--- config.mk ---
export PLATFORM = sky130hd
export DESIGN_NAME = ssr_core
export DESIGN_NICKNAME = d
export VERILOG_FILES = /design/src/inc/ssr_pkg.sv /design/src/rtl/ssr_core.sv /design/src/rtl/ssr_sync.sv
export VERILOG_INCLUDE_DIRS = /design/src /design/src/inc
export SDC_FILE = /design/constraint.sdc
export NUM_CORES = 1
export LEC_CHECK = 0
export BUFFER_PORTS_ARGS = -buffer_cell sky130_fd_sc_hd__clkbuf_2
export CAP_MARGIN = 20
export CORE_ASPECT_RATIO = 1.5
export CORE_MARGIN = 8
export CORE_UTILIZATION = 40
export CTS_BUF_LIST = sky130_fd_sc_hd__clkbuf_4 sky130_fd_sc_hd__clkbuf_8 sky130_fd_sc_hd__clkbuf_16
export CTS_CLUSTER_DIAMETER = 60
export DETAILED_ROUTE_END_ITERATION = 12
export PLACE_DENSITY = 0.71
export SYNTH_ARGS = -nofsm -noshare
export SYNTH_HDL_FRONTEND = slang
export SYNTH_SLANG_ARGS = --single-unit
--- constraint.sdc ---
create_clock -name i_sys_clk -period 5.2 [get_ports i_sys_clk]
set_clock_uncertainty 0.2 [all_clocks]
set_input_delay 0.78 -clock i_sys_clk [delete_from_list [all_inputs] [get_ports i_sys_clk]]
set_output_delay 0.78 -clock i_sys_clk [all_outputs]
set_load 0.005 [all_outputs]
--- src/inc/ssr_map.svh ---
// Purpose: Offsets, field positions, reset values and timing counts
// Assumes: 10 MHz system clock, Wishbone byte addresses
// Notes: Definitions only
`ifndef SSR_MAP_SVH
`define SSR_MAP_SVH

// Register byte addresses on the bus
`define SSR_SP_ADDR 8'h3d
`define SSR_FLAGS_ADDR 8'h3f
`define SSR_SRC_EN_ADDR 8'h3b
`define SSR_START_ADDR 8'h38
// Status register bit positions
`define SSR_BIT_I 7
`define SSR_BIT_T 6
`define SSR_BIT_H 5
`define SSR_BIT_S 4
`define SSR_BIT_V 3
`define SSR_BIT_N 2
`define SSR_BIT_Z 1
`define SSR_BIT_C 0
// Source enable bit positions
`define SSR_EN_EXT 0
`define SSR_EN_TMR 1
// Reset values
`define SSR_FLAGS_RST 8'h00
`define SSR_SP_RST 8'h00
`define SSR_EN_RST 2'h0
// Program vectors
`define SSR_VEC_RESET 10'h000
`define SSR_VEC_EXT 10'h001
`define SSR_VEC_TMR 10'h002
// Start-up delays in microseconds and clock rate in MHz
`define SSR_CLK_MHZ 10
`define SSR_TOUT_SHORT_US 1100
`define SSR_TOUT_LONG_US 16000
`define SSR_TOUT_SHORT_CYC (`SSR_TOUT_SHORT_US * `SSR_CLK_MHZ)
`define SSR_TOUT_LONG_CYC (`SSR_TOUT_LONG_US * `SSR_CLK_MHZ)

`endif

--- src/inc/ssr_pkg.sv ---
// Purpose: Types shared by the status, stack and vectoring unit
// Assumes: Nothing
// Notes: Constants live in ssr_map.svh
package ssr_pkg;

    // Flag update from the execution core
    typedef struct packed {
        logic [7:0] mask;
        logic h;
        logic v;
        logic n;
        logic z;
        logic c;
        logic t;
    } ssr_flag_upd_t;

    // Stack operation requested by the core
    typedef enum logic [2:0] {
        SSR_SP_NONE,
        SSR_SP_PUSH1,
        SSR_SP_PUSH2,
        SSR_SP_POP1,
        SSR_SP_POP2
    } ssr_sp_op_t;

    // Vector handed to the core
    typedef struct packed {
        logic valid;
        logic [9:0] addr;
    } ssr_vector_t;

    typedef enum {
        SSR_ST_RESET,
        SSR_ST_DELAY,
        SSR_ST_RUN
    } ssr_state_t;

endpackage

--- src/rtl/ssr_core.sv ---
// Purpose: Status flags, stack pointer, reset sequencing and vectoring
// Assumes: Core pulses one-cycle events at instruction boundaries
// Notes: Registers reached over classic Wishbone, 8-bit data in low bits
// What this block does
// - Bit 7 gates every interrupt
// - Taking clears bit 7; irq return sets it
// - Bit 6 stores and loads one bit
// - Bit 4 always equals N xor V
// - Bit 5 records half-carry
// - Bit 3 records two's complement overflow
// - Bit 2 set on negative result
// - Bit 1 set on zero result
// - Bit 0 records carry
// - Status is never saved nor restored
// - 8-bit stack pointer at 0x3D
// - Push: minus one byte, minus two address
// - Pop: plus one byte, plus two address
// - Two sources, each with own enable
// - Vectors fixed at 0x000, 0x001, 0x002
// - Lower vector wins: reset, pin, timer
// - Reset from power, pin or watchdog
// - Reset clears registers, starts at 0x000
// - Fuse picks 1.1 ms or 16.0 ms
// - Fixed variant ignores the fuse
// - Taken source's flag cleared on vectoring
// - Watchdog pulse; delay starts at its fall
`timescale 1ns/1ns
`default_nettype none
`include "ssr_map.svh"

module ssr_core
    import ssr_pkg::*;
#(
    parameter bit SELECTABLE_START = 1'b1,
    parameter int unsigned SHORT_CYC = `SSR_TOUT_SHORT_CYC,
    parameter int unsigned LONG_CYC = `SSR_TOUT_LONG_CYC
) (
    // Clock, reset, enable
    input wire logic i_sys_clk,
    input wire logic i_rstn,
    input wire logic i_ce,
    // Reset sources
    input wire logic i_por,
    input wire logic i_reset_pin_n,
    input wire logic i_wdt_expire,
    input wire logic i_fast_startup_fuse,
    // Interrupt sources
    input wire logic i_ext_pin_request,
    input wire logic i_timer_overflow_request,
    // Execution core
    input wire logic i_boundary,
    input wire logic i_irq_return_instr,
    input wire ssr_flag_upd_t i_flag_upd,
    input wire ssr_sp_op_t i_sp_op,
    // Wishbone slave
    input wire logic i_wb_cyc,
    input wire logic i_wb_stb,
    input wire logic i_wb_we,
    input wire logic [7:0] i_wb_adr,
    input wire logic [3:0] i_wb_sel,
    input wire logic [31:0] i_wb_dat,
    output logic [31:0] o_wb_dat,
    output logic o_wb_ack,
    // Outputs to core and peripherals
    output logic o_core_reset,
    output ssr_vector_t o_vector,
    output logic o_ext_flag_clr,
    output logic o_tmr_flag_clr,
    output logic [7:0] o_flags,
    output logic [7:0] o_stack_pointer
);

    // ****************************************
    // Reset source capture
    // ****************************************
    logic por_s;
    logic pin_n_s;
    logic wdt_s;
    logic fuse_s;

    ssr_sync u_sync_por (.i_sys_clk(i_sys_clk), .i_rstn(i_rstn),
        .i_ce(i_ce), .i_async(i_por), .o_sync(por_s));
    ssr_sync u_sync_pin (.i_sys_clk(i_sys_clk), .i_rstn(i_rstn),
        .i_ce(i_ce), .i_async(~i_reset_pin_n), .o_sync(pin_n_s));
    ssr_sync u_sync_wdt (.i_sys_clk(i_sys_clk), .i_rstn(i_rstn),
        .i_ce(i_ce), .i_async(i_wdt_expire), .o_sync(wdt_s));
    ssr_sync u_sync_fuse (.i_sys_clk(i_sys_clk), .i_rstn(i_rstn),
        .i_ce(i_ce), .i_async(i_fast_startup_fuse), .o_sync(fuse_s));

    logic wdt_prev_reg;
    logic wdt_pulse;

    always_ff @(posedge i_sys_clk or negedge i_rstn) begin
        if (!i_rstn) begin
            wdt_prev_reg <= 1'b0;
        end else if (i_ce) begin
            wdt_prev_reg <= wdt_s;
        end
    end

    // Expiry gives a single-cycle internal reset pulse
    assign wdt_pulse = wdt_s & ~wdt_prev_reg;

    logic rst_cause;
    assign rst_cause = por_s | pin_n_s | wdt_pulse;

    // ****************************************
    // Start-up delay sequencer
    // ****************************************
    ssr_state_t state_reg;
    logic [31:0] delay_reg;
    logic [31:0] delay_len;
    logic fuse_reg;

    // Fuse is followed until its synchroniser has settled, then frozen,
    // so a flip mid-count is ignored
    always_ff @(posedge i_sys_clk or negedge i_rstn) begin
        if (!i_rstn) begin
            fuse_reg <= 1'b1;
        end else if (i_ce && (state_reg == SSR_ST_RESET
            || (state_reg == SSR_ST_DELAY && delay_reg < 32'h2))) begin
            fuse_reg <= fuse_s;
        end
    end

    always_comb begin
        if (!SELECTABLE_START) begin
            delay_len = LONG_CYC;
        end else if (!fuse_reg) begin
            delay_len = SHORT_CYC;
        end else begin
            delay_len = LONG_CYC;
        end
    end

    always_ff @(posedge i_sys_clk or negedge i_rstn) begin
        if (!i_rstn) begin
            state_reg <= SSR_ST_RESET;
            delay_reg <= 32'h0;
        end else if (i_ce) begin
            if (rst_cause) begin
                state_reg <= SSR_ST_RESET;
                delay_reg <= 32'h0;
            end else begin
                case (state_reg)
                    SSR_ST_RESET: begin
                        // Count starts after the cause falls
                        state_reg <= SSR_ST_DELAY;
                        delay_reg <= 32'h0;
                    end
                    SSR_ST_DELAY: begin
                        if (delay_reg >= delay_len - 32'h1) begin
                            state_reg <= SSR_ST_RUN;
                        end else begin
                            delay_reg <= delay_reg + 32'h1;
                        end
                    end
                    SSR_ST_RUN: begin
                        state_reg <= SSR_ST_RUN;
                    end
                    default: begin
                        state_reg <= SSR_ST_RESET;
                    end
                endcase
            end
        end
    end

    logic in_reset;
    assign in_reset = (state_reg != SSR_ST_RUN);
    assign o_core_reset = in_reset;

    // ****************************************
    // Wishbone decode
    // ****************************************
    logic ack_reg;
    logic [31:0] rdat_reg;
    logic wb_req;
    logic wr_sp;
    logic wr_flags;
    logic wr_en;

    assign wb_req = i_wb_cyc & i_wb_stb & ~ack_reg;
    assign wr_sp = wb_req & i_wb_we & i_wb_sel[0]
        & (i_wb_adr == `SSR_SP_ADDR);
    assign wr_flags = wb_req & i_wb_we & i_wb_sel[0]
        & (i_wb_adr == `SSR_FLAGS_ADDR);
    assign wr_en = wb_req & i_wb_we & i_wb_sel[0]
        & (i_wb_adr == `SSR_SRC_EN_ADDR);

    // ****************************************
    // Interrupt arbitration and vectoring
    // ****************************************
    logic [1:0] src_en_reg;
    logic [7:0] flags_reg;
    logic take_ext;
    logic take_tmr;
    logic take_any;

    // Reset outranks both, pin outranks timer
    assign take_ext = ~in_reset & ~rst_cause & i_boundary
        & flags_reg[`SSR_BIT_I] & src_en_reg[`SSR_EN_EXT]
        & i_ext_pin_request;
    assign take_tmr = ~in_reset & ~rst_cause & i_boundary
        & flags_reg[`SSR_BIT_I] & src_en_reg[`SSR_EN_TMR]
        & i_timer_overflow_request & ~take_ext;
    assign take_any = take_ext | take_tmr;

    always_ff @(posedge i_sys_clk or negedge i_rstn) begin
        if (!i_rstn) begin
            o_vector <= '0;
            o_ext_flag_clr <= 1'b0;
            o_tmr_flag_clr <= 1'b0;
        end else if (i_ce) begin
            o_ext_flag_clr <= take_ext;
            o_tmr_flag_clr <= take_tmr;
            if (rst_cause || state_reg == SSR_ST_DELAY) begin
                o_vector.valid <= 1'b0;
                o_vector.addr <= `SSR_VEC_RESET;
            end else if (state_reg == SSR_ST_RESET) begin
                o_vector.valid <= 1'b0;
                o_vector.addr <= `SSR_VEC_RESET;
            end else begin
                o_vector.valid <= take_any;
                if (take_ext) begin
                    o_vector.addr <= `SSR_VEC_EXT;
                end else if (take_tmr) begin
                    o_vector.addr <= `SSR_VEC_TMR;
                end
            end
        end
    end

    always_ff @(posedge i_sys_clk or negedge i_rstn) begin
        if (!i_rstn) begin
            src_en_reg <= `SSR_EN_RST;
        end else if (i_ce) begin
            if (in_reset) begin
                src_en_reg <= `SSR_EN_RST;
            end else if (wr_en) begin
                src_en_reg <= i_wb_dat[1:0];
            end
        end
    end

    // ****************************************
    // Status flags
    // ****************************************
    logic [7:0] flags_next;

    // Entry and return touch only bit 7; nothing else is stacked
    always_comb begin
        flags_next = flags_reg;
        if (wr_flags) begin
            flags_next = i_wb_dat[7:0];
        end
        if (i_flag_upd.mask[`SSR_BIT_T]) begin
            flags_next[`SSR_BIT_T] = i_flag_upd.t;
        end
        if (i_flag_upd.mask[`SSR_BIT_H]) begin
            flags_next[`SSR_BIT_H] = i_flag_upd.h;
        end
        if (i_flag_upd.mask[`SSR_BIT_V]) begin
            flags_next[`SSR_BIT_V] = i_flag_upd.v;
        end
        if (i_flag_upd.mask[`SSR_BIT_N]) begin
            flags_next[`SSR_BIT_N] = i_flag_upd.n;
        end
        if (i_flag_upd.mask[`SSR_BIT_Z]) begin
            flags_next[`SSR_BIT_Z] = i_flag_upd.z;
        end
        if (i_flag_upd.mask[`SSR_BIT_C]) begin
            flags_next[`SSR_BIT_C] = i_flag_upd.c;
        end
        if (i_irq_return_instr) begin
            flags_next[`SSR_BIT_I] = 1'b1;
        end
        if (take_any) begin
            flags_next[`SSR_BIT_I] = 1'b0;
        end
        flags_next[`SSR_BIT_S] = flags_next[`SSR_BIT_N]
            ^ flags_next[`SSR_BIT_V];
    end

    always_ff @(posedge i_sys_clk or negedge i_rstn) begin
        if (!i_rstn) begin
            flags_reg <= `SSR_FLAGS_RST;
        end else if (i_ce) begin
            if (in_reset) begin
                flags_reg <= `SSR_FLAGS_RST;
            end else begin
                flags_reg <= flags_next;
            end
        end
    end

    assign o_flags = flags_reg;

    // ****************************************
    // Stack pointer
    // ****************************************
    logic [7:0] sp_reg;

    // Interrupt entry is an address push even if the core reports none
    always_ff @(posedge i_sys_clk or negedge i_rstn) begin
        if (!i_rstn) begin
            sp_reg <= `SSR_SP_RST;
        end else if (i_ce) begin
            if (in_reset) begin
                sp_reg <= `SSR_SP_RST;
            end else if (take_any) begin
                sp_reg <= sp_reg - 8'h02;
            end else if (wr_sp) begin
                sp_reg <= i_wb_dat[7:0];
            end else begin
                case (i_sp_op)
                    SSR_SP_PUSH1: sp_reg <= sp_reg - 8'h01;
                    SSR_SP_PUSH2: sp_reg <= sp_reg - 8'h02;
                    SSR_SP_POP1: sp_reg <= sp_reg + 8'h01;
                    SSR_SP_POP2: sp_reg <= sp_reg + 8'h02;
                    default: sp_reg <= sp_reg;
                endcase
            end
        end
    end

    assign o_stack_pointer = sp_reg;

    // ****************************************
    // Wishbone answer
    // ****************************************
    always_ff @(posedge i_sys_clk or negedge i_rstn) begin
        if (!i_rstn) begin
            ack_reg <= 1'b0;
            rdat_reg <= 32'h0;
        end else if (i_ce) begin
            ack_reg <= wb_req;
            if (wb_req && !i_wb_we) begin
                case (i_wb_adr)
                    `SSR_SP_ADDR: rdat_reg <= {24'h0, sp_reg};
                    `SSR_FLAGS_ADDR: rdat_reg <= {24'h0, flags_reg};
                    `SSR_SRC_EN_ADDR: rdat_reg <= {30'h0, src_en_reg};
                    `SSR_START_ADDR: rdat_reg <= {30'h0, in_reset,
                        fuse_reg};
                    default: rdat_reg <= 32'h0;
                endcase
            end
        end
    end

    assign o_wb_ack = ack_reg;
    assign o_wb_dat = rdat_reg;

endmodule

`default_nettype wire

--- src/rtl/ssr_sync.sv ---
// Purpose: Two flip-flop synchroniser for one level
// Assumes: Destination clock is i_sys_clk
// Notes: First stage feeds only the second
`timescale 1ns/1ns
`default_nettype none

module ssr_sync (
    // Clock and reset
    input wire logic i_sys_clk,
    input wire logic i_rstn,
    input wire logic i_ce,
    // Level
    input wire logic i_async,
    output logic o_sync
);

    logic meta_reg;
    logic sync_reg;

    always_ff @(posedge i_sys_clk or negedge i_rstn) begin
        if (!i_rstn) begin
            meta_reg <= 1'b0;
            sync_reg <= 1'b0;
        end else if (i_ce) begin
            meta_reg <= i_async;
            sync_reg <= meta_reg;
        end
    end

    assign o_sync = sync_reg;

endmodule

`default_nettype wire

==> run metrics <==
synth top area cells=dfrtp_1, buf_4, ha_1, nand2_1, o21ai_0; max reg flops=32; DRT Pass-1 Iters=5; CTS Root Cell=clkbuf_16; min cycle time layout=~3.3 ns; worst setup path class=in -> reg; dominant synthesized flop cell=dfrtp_1; post-synthesis mux area share=between 4 and 5%; TritonCTS clock tree=done; Seq/Total Area, Yosys=36.6%; min-delay worst type=reg -> reg; share of cells above drive strength 1=18.4%; most frequent cells in the layout=dfrtp_1, clkbuf_2, nand2_1, nor2_1, o21ai_0; # setup viols final=0; detailed-placement wirelength estimate=about 12 mm; Area growth syn-to-layout=12.6%; Max Slew Vio Count=0; largest net degree at the start of global routing=77; Synth top area share=36.1%; Required @ worst endpoint=5.20 ns; first-pass GRT wire length=about 24 mm; CP delay by family, top=compound AO/OA/AOI/OAI gates; clock-pin slew on the worst setup and hold paths=0.06 ns; status=finished, final reports clean; Inserted Diodes=0; Rows=roughly 50; Peak VDD IR=~0.00018 V; Clock Latency Late Sink=0.34 ns; Num CTS Buffers=9; antenna viol nets, final=0; count of input and output buffers=76; setup TNS=0 ns; crit-path max FO=8; Yosys cell types=74; worst path cell trace=clkbuf_2 -> nor2b_1 -> nand2_1 -> ha_1 -> nand3_1 -> o211ai_1 -> nor2_1 -> xnor2_1 -> a211oi_1 -> o31ai_1; nets@finish=751; WL/cell=18.8 um; Fin. Hold Viols=0; NetSw=approximately 530 uW; Setup Fix Bufs, Post-CTS=0; largest family of logic cells by synthesized area=simple AND/OR/NAND/NOR gates; simple-gate share of the synthesized area=22.7%; YS warnings=0; critical path's slowest cell=a211oi_1; Die Wd=109 um; core area=12800 um2; Yosys top cell by area=dfrtp_1; power share of the clock group=between 30% and 40%; CTS Hold Bufs=0; Starting DRT DRC Count=252; Post-synth EDFFs=0; P_leak=2.62 nW; clk sink count=76; FFs w/ async S/R, synth=100%; relative slew slack=34.2%; placed cell count=~800; Routed WL=around 15 mm; die area=17000 um2; #FFs+latches synth=76; unrepaired setup endpoints after global routing=no; slowest stage delay, CP=0.62 ns; drt via density=around 6; initial antenna violation count=0; sw frac=32.5%; CP endpoint kind=flip-flop; Max Clk Rate=303 MHz; CTS Buffer Depth=2; Vert. Die Dim=between 150 and 200 um; Compound-Gate Fraction of Synth Area=a little over a fifth; Cell Area, Synth=5200 um2; Post-Synth Adder-Cell Area=~4.7%; Initial Utilization=40.6%; CP Buf/Inv Count=1; pwr dens=279 nW/um2; I/O pin cnt=around 140; total grt overflow=0; xor/xnor cell area share of the yosys netlist=2.19%; final std cells w/o fill=821; final cycle utilization of the critical path=63.4%; RePlAce Congestion=0.982; Vias=4852; Least-Margin Pin Slew=0.987 ns; syn_area_per_cell=8.76 um2; Flop pwr share=around two fifths; Comb pwr share=22.8%; vias in the first global route=just under 5k; H-Tree Depth=3; global-route usage over all layers=between 15 and 20%; Synth Instances=594; internal power=1.10 mW; CP startpoint kind=input port; DRC viols=0; crit path DAT=3.30 ns; MaxCap Viol Count=0; post-CTS sizing=0
==> worst reg2reg max path, cell delays in order (launching register included) <==
cell and delay (ns):
dfrtp_1 0.54, inv_1 0.22, ha_1 0.30, or3b_2 0.56, a22oi_1 0.21, a211oi_1 0.09
a211oi_1 0.63, o31ai_1 0.12
==> path summary, 6_finish.rpt <==
check	start	endpoint	slack (ns)	depth (start not counted)
worst min-delay path	o_wb_dat[4]$_DFFE_PN0P_	o_wb_dat[4]$_DFFE_PN0P_	0.28	2
min in group asynchronous	i_rstn	delay_reg[1]$_DFFE_PN0P_	0.37	1
worst max register to register	o_stack_pointer[1]$_DFFE_PN0P_	o_stack_pointer[5]$_DFFE_PN0P_	2.19	7
worst min register to register	o_wb_dat[4]$_DFFE_PN0P_	o_wb_dat[4]$_DFFE_PN0P_	0.28	2
max in group asynchronous	i_rstn	o_vector[10]$_DFFE_PN0P_	3.76	1
worst max-delay path	i_sp_op[1]	o_stack_pointer[5]$_DFFE_PN0P_	1.90	10
==> area by class of cell <==
class	count	area, um2
Fill cell	1251	6970
Multi-Input combinational cell	468	2980
Sequential cell	76	1900
Timing Repair Buffer	78	398
Clock buffer	10	239
Tap cell	159	199
Inverter	24	90.1
Clock inverter	6	47.5
==> power groups by stage <==
stage / combinational, mW / clock, mW / sequential [mW]
floorplan: 0.267 / 0 / 0.653
global placement: 0.355 / 0 / 0.668
detailed placement: 0.363 / 0 / 0.671
CTS: 0.365 / 0.614 / 0.660
global route: 0.409 / 0.636 / 0.664
finish: 0.371 / 0.600 / 0.661
==> Yosys cell counts, types with 5 or more instances <==
library cell and count:
a21o_1 5, a22o_1 6, and2_1 19, clkbuf_1 22, nand2_1 55, a211oi_1 8
nand2b_1 7, xnor2_1 8, nor4_1 9, nand4_1 10, xor2_1 5, o21bai_1 6
mux2_2 11, o21ai_0 39, a31oi_1 5, o22ai_1 7, and3_1 5, a22oi_1 5
a21oi_1 23, o31ai_1 10, buf_4 33, mux2i_1 11, o211ai_1 12, nor3_1 14
ha_1 18, nor2_1 42, inv_1 22, or4_1 10, nand3_1 20, dfrtp_1 75
==> kinds of logic (layout without fill, tap and decap cells) <==
kind of cell / after synthesis / in the layout
AO/OA/AOI/OAI: 158 / 158
XOR/XNOR: 13 / 13
adder cells (fa/ha/maj): 19 / 19
buffers and inverters: 81 / 118
flip-flops: 76 / 76
multiplexers: 22 / 22
other: 1 / 32
AND/OR/NAND/NOR: 224 / 224
==> metrics by stage <==
stage	worst slack, ns	power [mW]	instance area, um2	util (%)	hold slack [ns]
after floorplan	2.39	0.920	5320	-	0.248
after global placement	1.75	1.02	5560	43.4	0.266
after detailed placement	1.67	1.03	5560	43.4	0.271
after CTS	2.05	1.64	5850	45.6	0.285
after global routing	1.75	1.71	5850	45.6	0.291
final	1.90	1.63	5850	45.6	0.278
==> per-layer routing <==
| metal | vias up | global-route usage, % | part of all wire [%] |
|---|---|---|---|
| li1 | 2260 | - | - |
| met1 | 2355 | 18.9 | 36 |
| met2 | 192 | 32.8 | 52 |
| met3 | 45 | 3.85 | 7.5 |
| met4 | 0 | 10.3 | 4.1 |
| met5 | - | 0 | 0 |
(Power assumes the default switching activity.)
